[src/scoc_pkg.sv]
package scoc_pkg;
    // Frame sync pipeline depth; frame_sync_out lags vertical_sync_in by this plus one clk_sys cycle
    localparam int unsigned FRAME_SYNC_DELAY = 4;
    // Line sync pipeline depth, matches the pixel data path
    localparam int unsigned PIXEL_PIPE_DEPTH = 2;
    localparam logic [7:0] PIXEL_RESET = 8'h00;
    localparam logic RESET_LOW = 1'b0;
    // Phase step added every clk_sys cycle in the open loop mode, and in locked mode except on reference edges
    localparam logic [7:0] PHASE_STEP = 8'h10;
    typedef enum logic [1:0] {
        SCOC_LOOP_LOCKED = 2'b00,
        SCOC_LOOP_OPEN = 2'b01,
        SCOC_LOOP_EXT = 2'b10
    } scoc_loop_t;
endpackage

[src/scoc_ctrl.sv]
`timescale 1ns/1ps
// Functional notes
// - Enabled hold input opens the loop unless external clock is selected
// - External clock select uses external clock
// - Phase adjust still works with external clock
// - Invert input shifts sampling half period
// - Invert toggled per frame, half rate
// - Line sync aligned with sampled data
// - Frame sync is delayed input vertical sync
// - Green slicer result shown on output
// - Phase adjust shifts clock, data, sync together
module scoc_ctrl (
    input wire logic clk_sys,
    input wire logic rst,
    input wire logic hold_enable,
    input wire logic pll_hold_in,
    input wire logic ext_clock_select,
    input wire logic external_sample_clock_in,
    input wire logic sample_clock_invert_in,
    input wire logic ref_line_sync_in,
    input wire logic vertical_sync_in,
    input wire logic green_slicer_in,
    input wire logic [7:0] pixel_in,
    input wire logic [7:0] phase_adjust,
    output logic output_data_clock,
    output logic [7:0] pixel_out,
    output logic line_sync_out,
    output logic frame_sync_out,
    output logic green_sync_slicer_out,
    output logic loop_open_out
);
    import scoc_pkg::*;

    // ------------------------------------------------------------
    // Loop mode
    // ------------------------------------------------------------
    scoc_loop_t loop_q;
    scoc_loop_t loop_d;
    logic [7:0] nco_q;
    logic ref_q;
    logic ref_edge;
    logic sample_tick;
    logic src_clk;
    logic [3:0] ext_dly_q;
    logic [PIXEL_PIPE_DEPTH-1:0] line_pipe_q;
    logic [7:0] pixel_pipe_q [PIXEL_PIPE_DEPTH];
    logic [FRAME_SYNC_DELAY-1:0] frame_pipe_q;

    always_comb begin
        if (ext_clock_select) begin
            loop_d = SCOC_LOOP_EXT;
        end else if (hold_enable && pll_hold_in) begin
            loop_d = SCOC_LOOP_OPEN;
        end else begin
            loop_d = SCOC_LOOP_LOCKED;
        end
    end

    always_ff @(posedge clk_sys or posedge rst) begin
        if (rst) begin
            loop_q <= SCOC_LOOP_LOCKED;
        end else begin
            loop_q <= loop_d;
        end
    end

    assign ref_edge = ref_line_sync_in && !ref_q;

    // ------------------------------------------------------------
    // Clock generator
    // ------------------------------------------------------------
    // The accumulator free-runs except with external clock, where it holds; reference edges realign it only when locked,
    // so an open loop keeps its last frequency instead of chasing bad pulses.
    always_ff @(posedge clk_sys or posedge rst) begin
        if (rst) begin
            nco_q <= PIXEL_RESET;
            ref_q <= RESET_LOW;
            ext_dly_q <= '0;
        end else begin
            ref_q <= ref_line_sync_in;
            ext_dly_q <= {ext_dly_q[2:0], external_sample_clock_in};
            case (loop_d)
                SCOC_LOOP_LOCKED: begin
                    nco_q <= ref_edge ? PIXEL_RESET : nco_q + PHASE_STEP;
                end
                SCOC_LOOP_OPEN: begin
                    nco_q <= nco_q + PHASE_STEP;
                end
                SCOC_LOOP_EXT: begin
                    nco_q <= nco_q;
                end
                default: begin
                    nco_q <= PIXEL_RESET;
                end
            endcase
        end
    end

    // phase adjust applies to either source
    // one phase offset for clock, data and sync
    // toggled per frame by the controller
    always_comb begin
        if (loop_q == SCOC_LOOP_EXT) begin
            // External clock has no phase to compare against, so the
            // top phase bits pick a delay tap in system clock steps instead
            src_clk = ext_dly_q[phase_adjust[7:6]];
        end else begin
            src_clk = nco_q[7] ^ (nco_q >= phase_adjust);
        end
        src_clk = src_clk ^ sample_clock_invert_in;
    end

    logic clk_prev_q;
    assign sample_tick = src_clk && !clk_prev_q;

    // ------------------------------------------------------------
    // Sampled data path
    // ------------------------------------------------------------
    // line sync travels with data
    always_ff @(posedge clk_sys or posedge rst) begin
        if (rst) begin
            clk_prev_q <= RESET_LOW;
            output_data_clock <= RESET_LOW;
            line_pipe_q <= '0;
            for (int i = 0; i < PIXEL_PIPE_DEPTH; i++) begin
                pixel_pipe_q[i] <= PIXEL_RESET;
            end
        end else begin
            clk_prev_q <= src_clk;
            output_data_clock <= src_clk;
            if (sample_tick) begin
                line_pipe_q <= {line_pipe_q[PIXEL_PIPE_DEPTH-2:0], ref_line_sync_in};
                pixel_pipe_q[0] <= pixel_in;
                for (int i = 1; i < PIXEL_PIPE_DEPTH; i++) begin
                    pixel_pipe_q[i] <= pixel_pipe_q[i-1];
                end
            end
        end
    end

    always_ff @(posedge clk_sys or posedge rst) begin
        if (rst) begin
            pixel_out <= PIXEL_RESET;
            line_sync_out <= RESET_LOW;
            loop_open_out <= RESET_LOW;
        end else begin
            pixel_out <= pixel_pipe_q[PIXEL_PIPE_DEPTH-1];
            line_sync_out <= line_pipe_q[PIXEL_PIPE_DEPTH-1];
            loop_open_out <= (loop_d == SCOC_LOOP_OPEN);
        end
    end

    // ------------------------------------------------------------
    // Frame sync and slicer
    // ------------------------------------------------------------
    // delayed vertical sync
    always_ff @(posedge clk_sys or posedge rst) begin
        if (rst) begin
            frame_pipe_q <= '0;
            frame_sync_out <= RESET_LOW;
            green_sync_slicer_out <= RESET_LOW;
        end else begin
            frame_pipe_q <= {frame_pipe_q[FRAME_SYNC_DELAY-2:0], vertical_sync_in};
            frame_sync_out <= frame_pipe_q[FRAME_SYNC_DELAY-1];
            green_sync_slicer_out <= green_slicer_in;
        end
    end

    // ------------------------------------------------------------
    // Checks
    // ------------------------------------------------------------
    chk_hold_opens_loop: assert property (@(posedge clk_sys) disable iff (rst)
        (hold_enable && pll_hold_in && !ext_clock_select) |=> loop_open_out)
        else $error("hold did not open loop");
    chk_hold_disabled_ignored: assert property (@(posedge clk_sys) disable iff (rst)
        !hold_enable |=> !loop_open_out)
        else $error("hold acted while disabled");
    chk_ext_clock_used: assert property (@(posedge clk_sys) disable iff (rst)
        (ext_clock_select && phase_adjust[7:6] == 2'h1) ##1 (ext_clock_select && $stable(phase_adjust))
        |-> src_clk == ($past(ext_dly_q[0]) ^ sample_clock_invert_in))
        else $error("external clock not selected");
    chk_frame_sync_delay: assert property (@(posedge clk_sys) disable iff (rst)
        ##5 frame_sync_out == $past(vertical_sync_in, 5))
        else $error("frame sync delay wrong");
    chk_slicer_passthru: assert property (@(posedge clk_sys) disable iff (rst)
        ##1 green_sync_slicer_out == $past(green_slicer_in))
        else $error("slicer output wrong");
    chk_data_clock_follows: assert property (@(posedge clk_sys) disable iff (rst)
        ##1 output_data_clock == $past(src_clk))
        else $error("data clock not aligned");
    chk_invert_flips_clock: assert property (@(posedge clk_sys) disable iff (rst)
        (loop_q == SCOC_LOOP_EXT && $past(loop_q) == SCOC_LOOP_EXT && $stable(phase_adjust)
        && $stable(ext_dly_q[phase_adjust[7:6]]) && $changed(sample_clock_invert_in)) |-> $changed(src_clk))
        else $error("invert not applied");
    chk_line_sync_aligned: assert property (@(posedge clk_sys) disable iff (rst)
        !sample_tick ##1 1'b1 |-> $stable(line_pipe_q))
        else $error("line sync moved off tick");
    chk_open_ignores_ref: assert property (@(posedge clk_sys) disable iff (rst)
        (loop_d == SCOC_LOOP_OPEN) |=> nco_q == $past(nco_q) + PHASE_STEP)
        else $error("open loop followed reference");
    chk_locked_realign: assert property (@(posedge clk_sys) disable iff (rst)
        (loop_d == SCOC_LOOP_LOCKED && ref_edge) |=> nco_q == PIXEL_RESET)
        else $error("locked loop missed reference");
    chk_ext_overrides_hold: assert property (@(posedge clk_sys) disable iff (rst)
        ext_clock_select |=> !loop_open_out)
        else $error("hold acted on external clock");
    chk_pixel_on_tick: assert property (@(posedge clk_sys) disable iff (rst)
        sample_tick |=> pixel_pipe_q[0] == $past(pixel_in))
        else $error("pixel not taken on tick");
    chk_sync_on_tick: assert property (@(posedge clk_sys) disable iff (rst)
        sample_tick |=> line_pipe_q[0] == $past(ref_line_sync_in))
        else $error("line sync not taken on tick");
endmodule

[config.mk]
export PLATFORM = sky130hd
export DESIGN_NAME = scoc_ctrl
export DESIGN_NICKNAME = d
export VERILOG_FILES = /design/src/scoc_pkg.sv /design/src/scoc_ctrl.sv
export SDC_FILE = /design/constraint.sdc
export NUM_CORES = 1
export LEC_CHECK = 0
export BUFFER_PORTS_ARGS = -buffer_cell sky130_fd_sc_hd__buf_4
export CORE_UTILIZATION = 45
export CTS_BUF_LIST = sky130_fd_sc_hd__clkbuf_4
export DETAILED_ROUTE_END_ITERATION = 10
export GPL_TIMING_DRIVEN = 1
export HOLD_SLACK_MARGIN = 0.15
export PLACE_DENSITY = 0.73
export SYNTH_ARGS = -nofsm -noshare
export SYNTH_HDL_FRONTEND = slang
export SYNTH_SLANG_ARGS = --single-unit
[constraint.sdc]
create_clock -name clk_sys -period 2.49 [get_ports clk_sys]
set_input_delay 0.1245 -clock clk_sys [delete_from_list [all_inputs] [get_ports clk_sys]]
set_output_delay 0.1245 -clock clk_sys [all_outputs]
set_load 0.01 [all_outputs]
==> flow_metrics.env, run 1 <==
export IMPL_multi_input_area_um2=853
export IMPL_synth_top_family_by_area="compound AO/OA/AOI/OAI gates"
export IMPL_netlist_area_leader_share=0.537
export IMPL_synth_nets=213
export IMPL_rsz0062_at_grt="no"
export IMPL_avgRoutedWirePerCell_um=15.0
export IMPL_slowest_delay_ns=0.50
export IMPL_fillers=379
export IMPL_worstPathArrival_ns=2.56
export IMPL_post_cts_buffers=0
export IMPL_cts_root_buf="clkbuf_4"
export IMPL_nets=270
export IMPL_routabilityCongestion=0.767
export IMPL_reg2regPathDepth=6
export IMPL_tns_ns=0
export IMPL_path_clk_slew_ns=0.14
export IMPL_outcome="finished, final reports clean"
export IMPL_finish_utilization=0.603
export IMPL_worstMarginPinSlew_ns=0.873
export IMPL_power_switching_uw=802
export IMPL_cts_tree="yes"
export IMPL_holdPathEnd="nco_q[5]"
export IMPL_hold_start="hold_enable"
export IMPL_fin_worst_skew_ns=0.0167
export IMPL_startpoint="nco_q[7]"
export IMPL_irDropWorstVdd_v=0.000335
export IMPL_power_switching_share=0.354
export IMPL_synth_edff_count=0
export IMPL_synth_fa_ha_area_frac=0.0299
export IMPL_slowest_stage="dfrtp_1"
export IMPL_internal_power_uw=1460
export IMPL_cap_violations=0
export IMPL_ys_async_sr_fraction=1.00
export IMPL_p_comb_frac=0.363
export IMPL_synth_area_top_cells="dfrtp_1 54%, o2111ai_1 7.9%, o211ai_1 3.6%"
export IMPL_clkPwrFrac=0.150
export IMPL_grt_max_degree=25
export IMPL_pwr_share_seq=0.488
export IMPL_cp_max_fo=11
export IMPL_yosys_area_share_simple=0.140
export IMPL_setup_viol=0
export IMPL_io_pins=39
export IMPL_fmax_ghz=0.434
export IMPL_initial_utilization=0.475
export IMPL_r2r_start="nco_q[7]"
export IMPL_seq_area_frac_synth=0.537
export IMPL_synth_xor_area_share=0
export IMPL_final_layout_size_suffix_gt1_frac=0.268
export IMPL_die_h_um=70.2
export IMPL_avgSynthCellArea_um2=11.5
export IMPL_insertedDiodeCount=0
export IMPL_grt_usage=0.190
export IMPL_insertion_delay_ns=0.36
export IMPL_syn_instance_count=182
export IMPL_die_w_um=70.2
export IMPL_reg2reg_to="pixel_pipe_q[0]"
export IMPL_num_vias=1709
export IMPL_powerDensity_nw_per_um2=850
export IMPL_critPathLaunchType="flop"
export IMPL_synth_compound_area_share=0.227
export IMPL_antenna_found_initial=0
export IMPL_grt_pass1_wl_um=7360
export IMPL_antenna_left=0
export IMPL_clock_sinks=45
export IMPL_wl_um=4360
export IMPL_cts_buffer_depth=2
export IMPL_area_growth_pct=27.1
export IMPL_p_leak_uw=0.00120
export IMPL_grt_pass1_vias=1584
export IMPL_synth_top_area_cell="dfrtp_1"
export IMPL_hold_worst_slack_ns=0.308
export IMPL_post_route_min_period_ns=2.30
export IMPL_critPathKind="reg -> reg"
export IMPL_drc=0
export IMPL_drt_first_pass_iters=4
export IMPL_viasPerCell=5.87
export IMPL_cts_htree_levels=2
export IMPL_rrSetupSlack_ns=0.19
export IMPL_cp_required_ns=2.75
export IMPL_endpoint_kind="flop"
export IMPL_cts_buffers=5
export IMPL_slew_headroom=0.416
export IMPL_fp_coreArea_um2=4410
export IMPL_hold_path_class="in -> reg"
export IMPL_post_route_period_util=0.925
export IMPL_drv_slew=0
export IMPL_ys_warn_count=0
export IMPL_netlist_area_um2=2100
export IMPL_synth_mux_area_fraction=0.0107
export IMPL_seq_area_um2=1130
export IMPL_ys_flop_type="dfrtp_1"
export IMPL_grt_overflow=0
export IMPL_crit_path_cell_trace="ha_1 > and4b_4 > and3_1 > a2111oi_4 > nor3_2 > o41ai_1"
export IMPL_synth_cell_type_count=38
export IMPL_die_area_um2=4930
export IMPL_fp_row_count=24
export IMPL_port_buffers=38
export IMPL_hold_viol=0
export IMPL_hpwl_um=2940
export IMPL_synth_seq_cells=45
export IMPL_whs_path_depth=4
export IMPL_drt_iter0_drc=150
[state kept, by name, indices dropped and copies added (netlist names)]
register / flops
pixel_pipe_q: 16
pixel_out: 8
ext_dly_q: 4
frame_pipe_q: 4
nco_q: 4
line_pipe_q: 2
loop_q: 2
clk_prev_q: 1
frame_sync_out: 1
green_sync_slicer_out: 1
line_sync_out: 1
ref_q: 1
[per-stage QoR]
| step | setup WS, ns | cell area (µm²) | power [µW] | cells |
|---|---|---|---|---|
| after floorplan | 0.470 | 2100 | 1630 | 182 |
| after global placement | 0.308 | 2440 | 1900 | 267 |
| after detailed placement | 0.198 | 2440 | 1920 | 267 |
| after CTS | 0.179 | 2660 | 2280 | 291 |
| after global routing | 0.0182 | 2660 | 2440 | 291 |
| final | 0.186 | 2660 | 2270 | 291 |
[logic make-up (layout without fill, tap and decap cells)]
kind of cell | count (synthesis) | after routing
mux | 1 | 1
compound gates | 55 | 55
simple gates | 49 | 49
flops | 45 | 45
buf+inv | 27 | 84
fa+ha+maj | 5 | 5
[layout make-up]
class                           instances  share of cell area
Sequential cell                        45               0.423
Multi-Input combinational cell        110               0.320
Timing Repair Buffer                   63               0.194
Tap cell                               52              0.0244
Inverter                               14              0.0197
Clock buffer                            5              0.0141
Clock inverter                          2             0.00517
[placed cells by master, fill, tap and decap left out, types with 5 or more instances in the layout]
| cell type | Yosys | routed |
|---|---|---|
| buf_4 | 1 | 46 |
| clkbuf_4 | 0 | 5 |
| dfrtp_1 | 45 | 45 |
| dlygate4sd3_1 | 0 | 17 |
| ha_1 | 5 | 5 |
| inv_1 | 14 | 13 |
| nand2_1 | 7 | 7 |
| nand3_1 | 13 | 13 |
| nand4_1 | 10 | 10 |
| nor2_1 | 5 | 5 |
| o2111ai_1 | 19 | 19 |
| o211ai_1 | 10 | 10 |
| o41ai_1 | 8 | 8 |
[synthesized netlist by cell type, drive strengths merged, types with 4 or more instances]
| library cell | number |
|---|---|
| a21oi | 4 |
| buf | 5 |
| clkbuf | 8 |
| dfrtp | 45 |
| ha | 5 |
| inv | 14 |
| nand2 | 7 |
| nand3 | 13 |
| nand4 | 10 |
| nor2 | 5 |
| nor3 | 4 |
| o2111ai | 20 |
| o211ai | 10 |
| o41ai | 8 |
[per-layer routing]
metal,wire (µm),GRT usage
met4,47,0.0533
met5,0,0
met1,2000,0.264
met2,2140,0.298
met3,174,0.0447
[worst max-delay path: cells and delay by family, from the launching register on]
family	cells	cell delay (ns)
compound gates	2	0.74
fa+ha+maj	1	0.36
flops	1	0.50
simple gates	3	0.62
[timing repair]
action / 4_1_cts / 5_1_grt
setup endpoints to repair: 0 / 0
endpoints found under the hold margin: 41 / 0
resized for setup: 0 / 0
hold buffers: 17 / 0
[how the worst max path moves through the flow]
| stage | endpoint | slack (ns) | cells past startpoint |
|---|---|---|---|
| after global routing | pixel_pipe_q[0] | 0.02 | 6 |
| after floorplan | pixel_pipe_q[0] | 0.47 | 7 |
| after CTS | pixel_pipe_q[0] | 0.18 | 6 |
| after detailed placement | pixel_pipe_q[0] | 0.20 | 6 |
| after global placement | pixel_pipe_q[0] | 0.31 | 6 |
| final | pixel_pipe_q[0] | 0.19 | 6 |
[power by group through the flow]
stage | Sequential, µW | Clock [µW] | Combinational, µW
after detailed placement | 1120 | 0 | 800
after global routing | 1140 | 383 | 916
after global placement | 1110 | 0 | 786
final | 1110 | 339 | 821
after CTS | 1110 | 352 | 825
after floorplan | 1110 | 0 | 522
No activity file was read; power rests on OpenSTA's default activity.
==> run 2, diff against run 1 <==
--- a/config.mk
+++ b/config.mk
@@ -12,6 +12,7 @@
 export GPL_TIMING_DRIVEN = 1
 export HOLD_SLACK_MARGIN = 0.15
 export PLACE_DENSITY = 0.73
+export RECOVER_POWER = 100
 export SYNTH_ARGS = -nofsm -noshare
 export SYNTH_HDL_FRONTEND = slang
 export SYNTH_SLANG_ARGS = --single-unit
==> run 2 against run 1 <==
Clock power hardly changed; total power is 3.0% lower; die area stayed put; critical endpoint unchanged; global-route usage stayed put; first-iteration DRC count is 8.0% higher.
==> flow_metrics.env, run 2 (synthesis gave the netlist of run 1 again) <==
export IMPL_outcome="finished, final reports clean"
export IMPL_cts_buffer_depth=2
export IMPL_largest_reg_flops=16
export IMPL_port_buffers=38
export IMPL_hpwl_um=2940
export IMPL_place_inst=267
export IMPL_powerDensity_nw_per_um2=845
export IMPL_cp_max_fo=11
export IMPL_die_area_um2=4930
export IMPL_grt_pass1_wl_um=7360
export IMPL_clock_sinks=45
export IMPL_routabilityCongestion=0.767
export IMPL_viasPerCell=5.87
export IMPL_area_growth_pct=24.1
export IMPL_worstMarginPinSlew_ns=1.27
export IMPL_grt_max_degree=25
export IMPL_p_leak_uw=0.00114
export IMPL_die_w_um=70.2
export IMPL_cts_tree="yes"
export IMPL_worstPathArrival_ns=2.54
export IMPL_slowest_delay_ns=0.50
export IMPL_rrSetupSlack_ns=0.21
export IMPL_cp_required_ns=2.75
export IMPL_cap_violations=0
export IMPL_cts_htree_levels=2
export IMPL_fin_worst_skew_ns=0.0159
export IMPL_die_h_um=70.2
export IMPL_drt_first_pass_iters=4
export IMPL_irDropWorstVdd_v=0.000333
export IMPL_hold_path_class="in -> reg"
export IMPL_drc=0
export IMPL_tns_ns=0
export IMPL_drt_iter0_drc=162
export IMPL_post_route_period_util=0.917
export IMPL_slowest_stage="dfrtp_1"
export IMPL_insertion_delay_ns=0.36
export IMPL_largest_registers="pixel_pipe_q (16), pixel_out (8)"
export IMPL_slew_headroom=0.153
export IMPL_crit_path_cell_trace="ha_1 > and4b_4 > and3_1 > a2111oi_4 > nor3_2 > o41ai_1"
export IMPL_hold_viol=0
export IMPL_io_pins=39
export IMPL_post_route_min_period_ns=2.28
export IMPL_final_cell_mix="45 x dfrtp_1, 24 x buf_4, 19 x o2111ai_1"
export IMPL_path_clk_slew_ns=0.14
export IMPL_grt_pass1_vias=1584
export IMPL_antenna_left=0
export IMPL_setup_viol=0
export IMPL_initial_utilization=0.475
export IMPL_reg2regPathDepth=6
export IMPL_drv_slew=0
export IMPL_fin_cells=291
export IMPL_avgRoutedWirePerCell_um=14.9
export IMPL_grt_overflow=0
export IMPL_cts_root_buf="clkbuf_4"
export IMPL_antenna_found_initial=0
export IMPL_mostFrequentLayoutCell="dfrtp_1"
export IMPL_endpoint_kind="flop"
export IMPL_final_layout_size_suffix_gt1_frac=0.201
export IMPL_fp_row_count=24
export IMPL_cts_buffers=5
export IMPL_num_vias=1709
export IMPL_nets=270
export IMPL_totalPowerFinal_uw=2200
export IMPL_grt_usage=0.190
export IMPL_insertedDiodeCount=0
export IMPL_fmax_ghz=0.438
export IMPL_fillers=397
export IMPL_whs_path_depth=4
export IMPL_critPathKind="reg -> reg"
export IMPL_critPathLaunchType="flop"
export IMPL_regMostFlops="pixel_pipe_q"
export IMPL_fp_coreArea_um2=4410
export IMPL_rsz0062_at_grt="no"
export IMPL_wl_um=4350
==> run 2: layer usage <==
metal  vias to the layer above  global-route usage  routed length, µm
met4                         0              0.0533                 27
li1                        833                   -                  -
met2                        49               0.298               2090
met3                         4              0.0447                201
met5                         -                   0                  0
met1                       823               0.264               2030
==> run 2: per-stage QoR <==
stage	hold slack [ns]	instance area [µm²]	util	worst slack (ns)
2_1_floorplan	0.156	2100	-	0.470
3_3_place_gp	0.202	2440	0.553	0.308
3_5_place_dp	0.201	2440	0.553	0.198
4_1_cts	0.302	2660	0.603	0.179
5_1_grt	0.314	2600	0.589	0.0195
6_report	0.305	2600	0.589	0.207
==> run 2: worst paths after layout <==
check / startpoint / endpoint
max in group asynchronous: rst / line_pipe_q[1]
max: nco_q[7] / pixel_pipe_q[0]
max reg2reg: nco_q[7] / pixel_pipe_q[0]
min: hold_enable / nco_q[5]
min reg2reg: frame_pipe_q[1] / frame_pipe_q[2]
min in group asynchronous: rst / pixel_out[5]
==> run 2: area by class of cell <==
| type | instances | area (µm²) | area share |
|---|---|---|---|
| multi-input combinational | 110 | 853 | 0.328 |
| tap | 52 | 65.1 | 0.0250 |
| timing repair buffer | 63 | 453 | 0.174 |
| clock buffer | 5 | 37.5 | 0.0144 |
| sequential | 45 | 1130 | 0.433 |
| inverter | 14 | 52.6 | 0.0202 |
| clock inverter | 2 | 13.8 | 0.00529 |
==> run 2: critical path, delay by kind of cell (launching register included) <==
family	cells	cell delay [ns]
AOI/OAI and AO/OA	2	0.72
adders and majority gates	1	0.36
DFF	1	0.50
and+or+nand+nor	3	0.62
==> run 2: repair_timing <==
action                                  in CTS  in global routing
endpoints found under the hold margin       41                  0
endpoints found under the setup margin       0                  0
resized for setup                            0                  0
hold buffers                                17                  0
buffers inserted                             0                  0
==> run 2: power by group <==
| part | switching, µW | total (µW) | leakage [µW] | internal (µW) |
|---|---|---|---|---|
| Sequential | 138 | 1100 | 0.000549 | 964 |
| Clock | 230 | 337 | 0.0000314 | 107 |
| Combinational | 429 | 758 | 0.000561 | 329 |
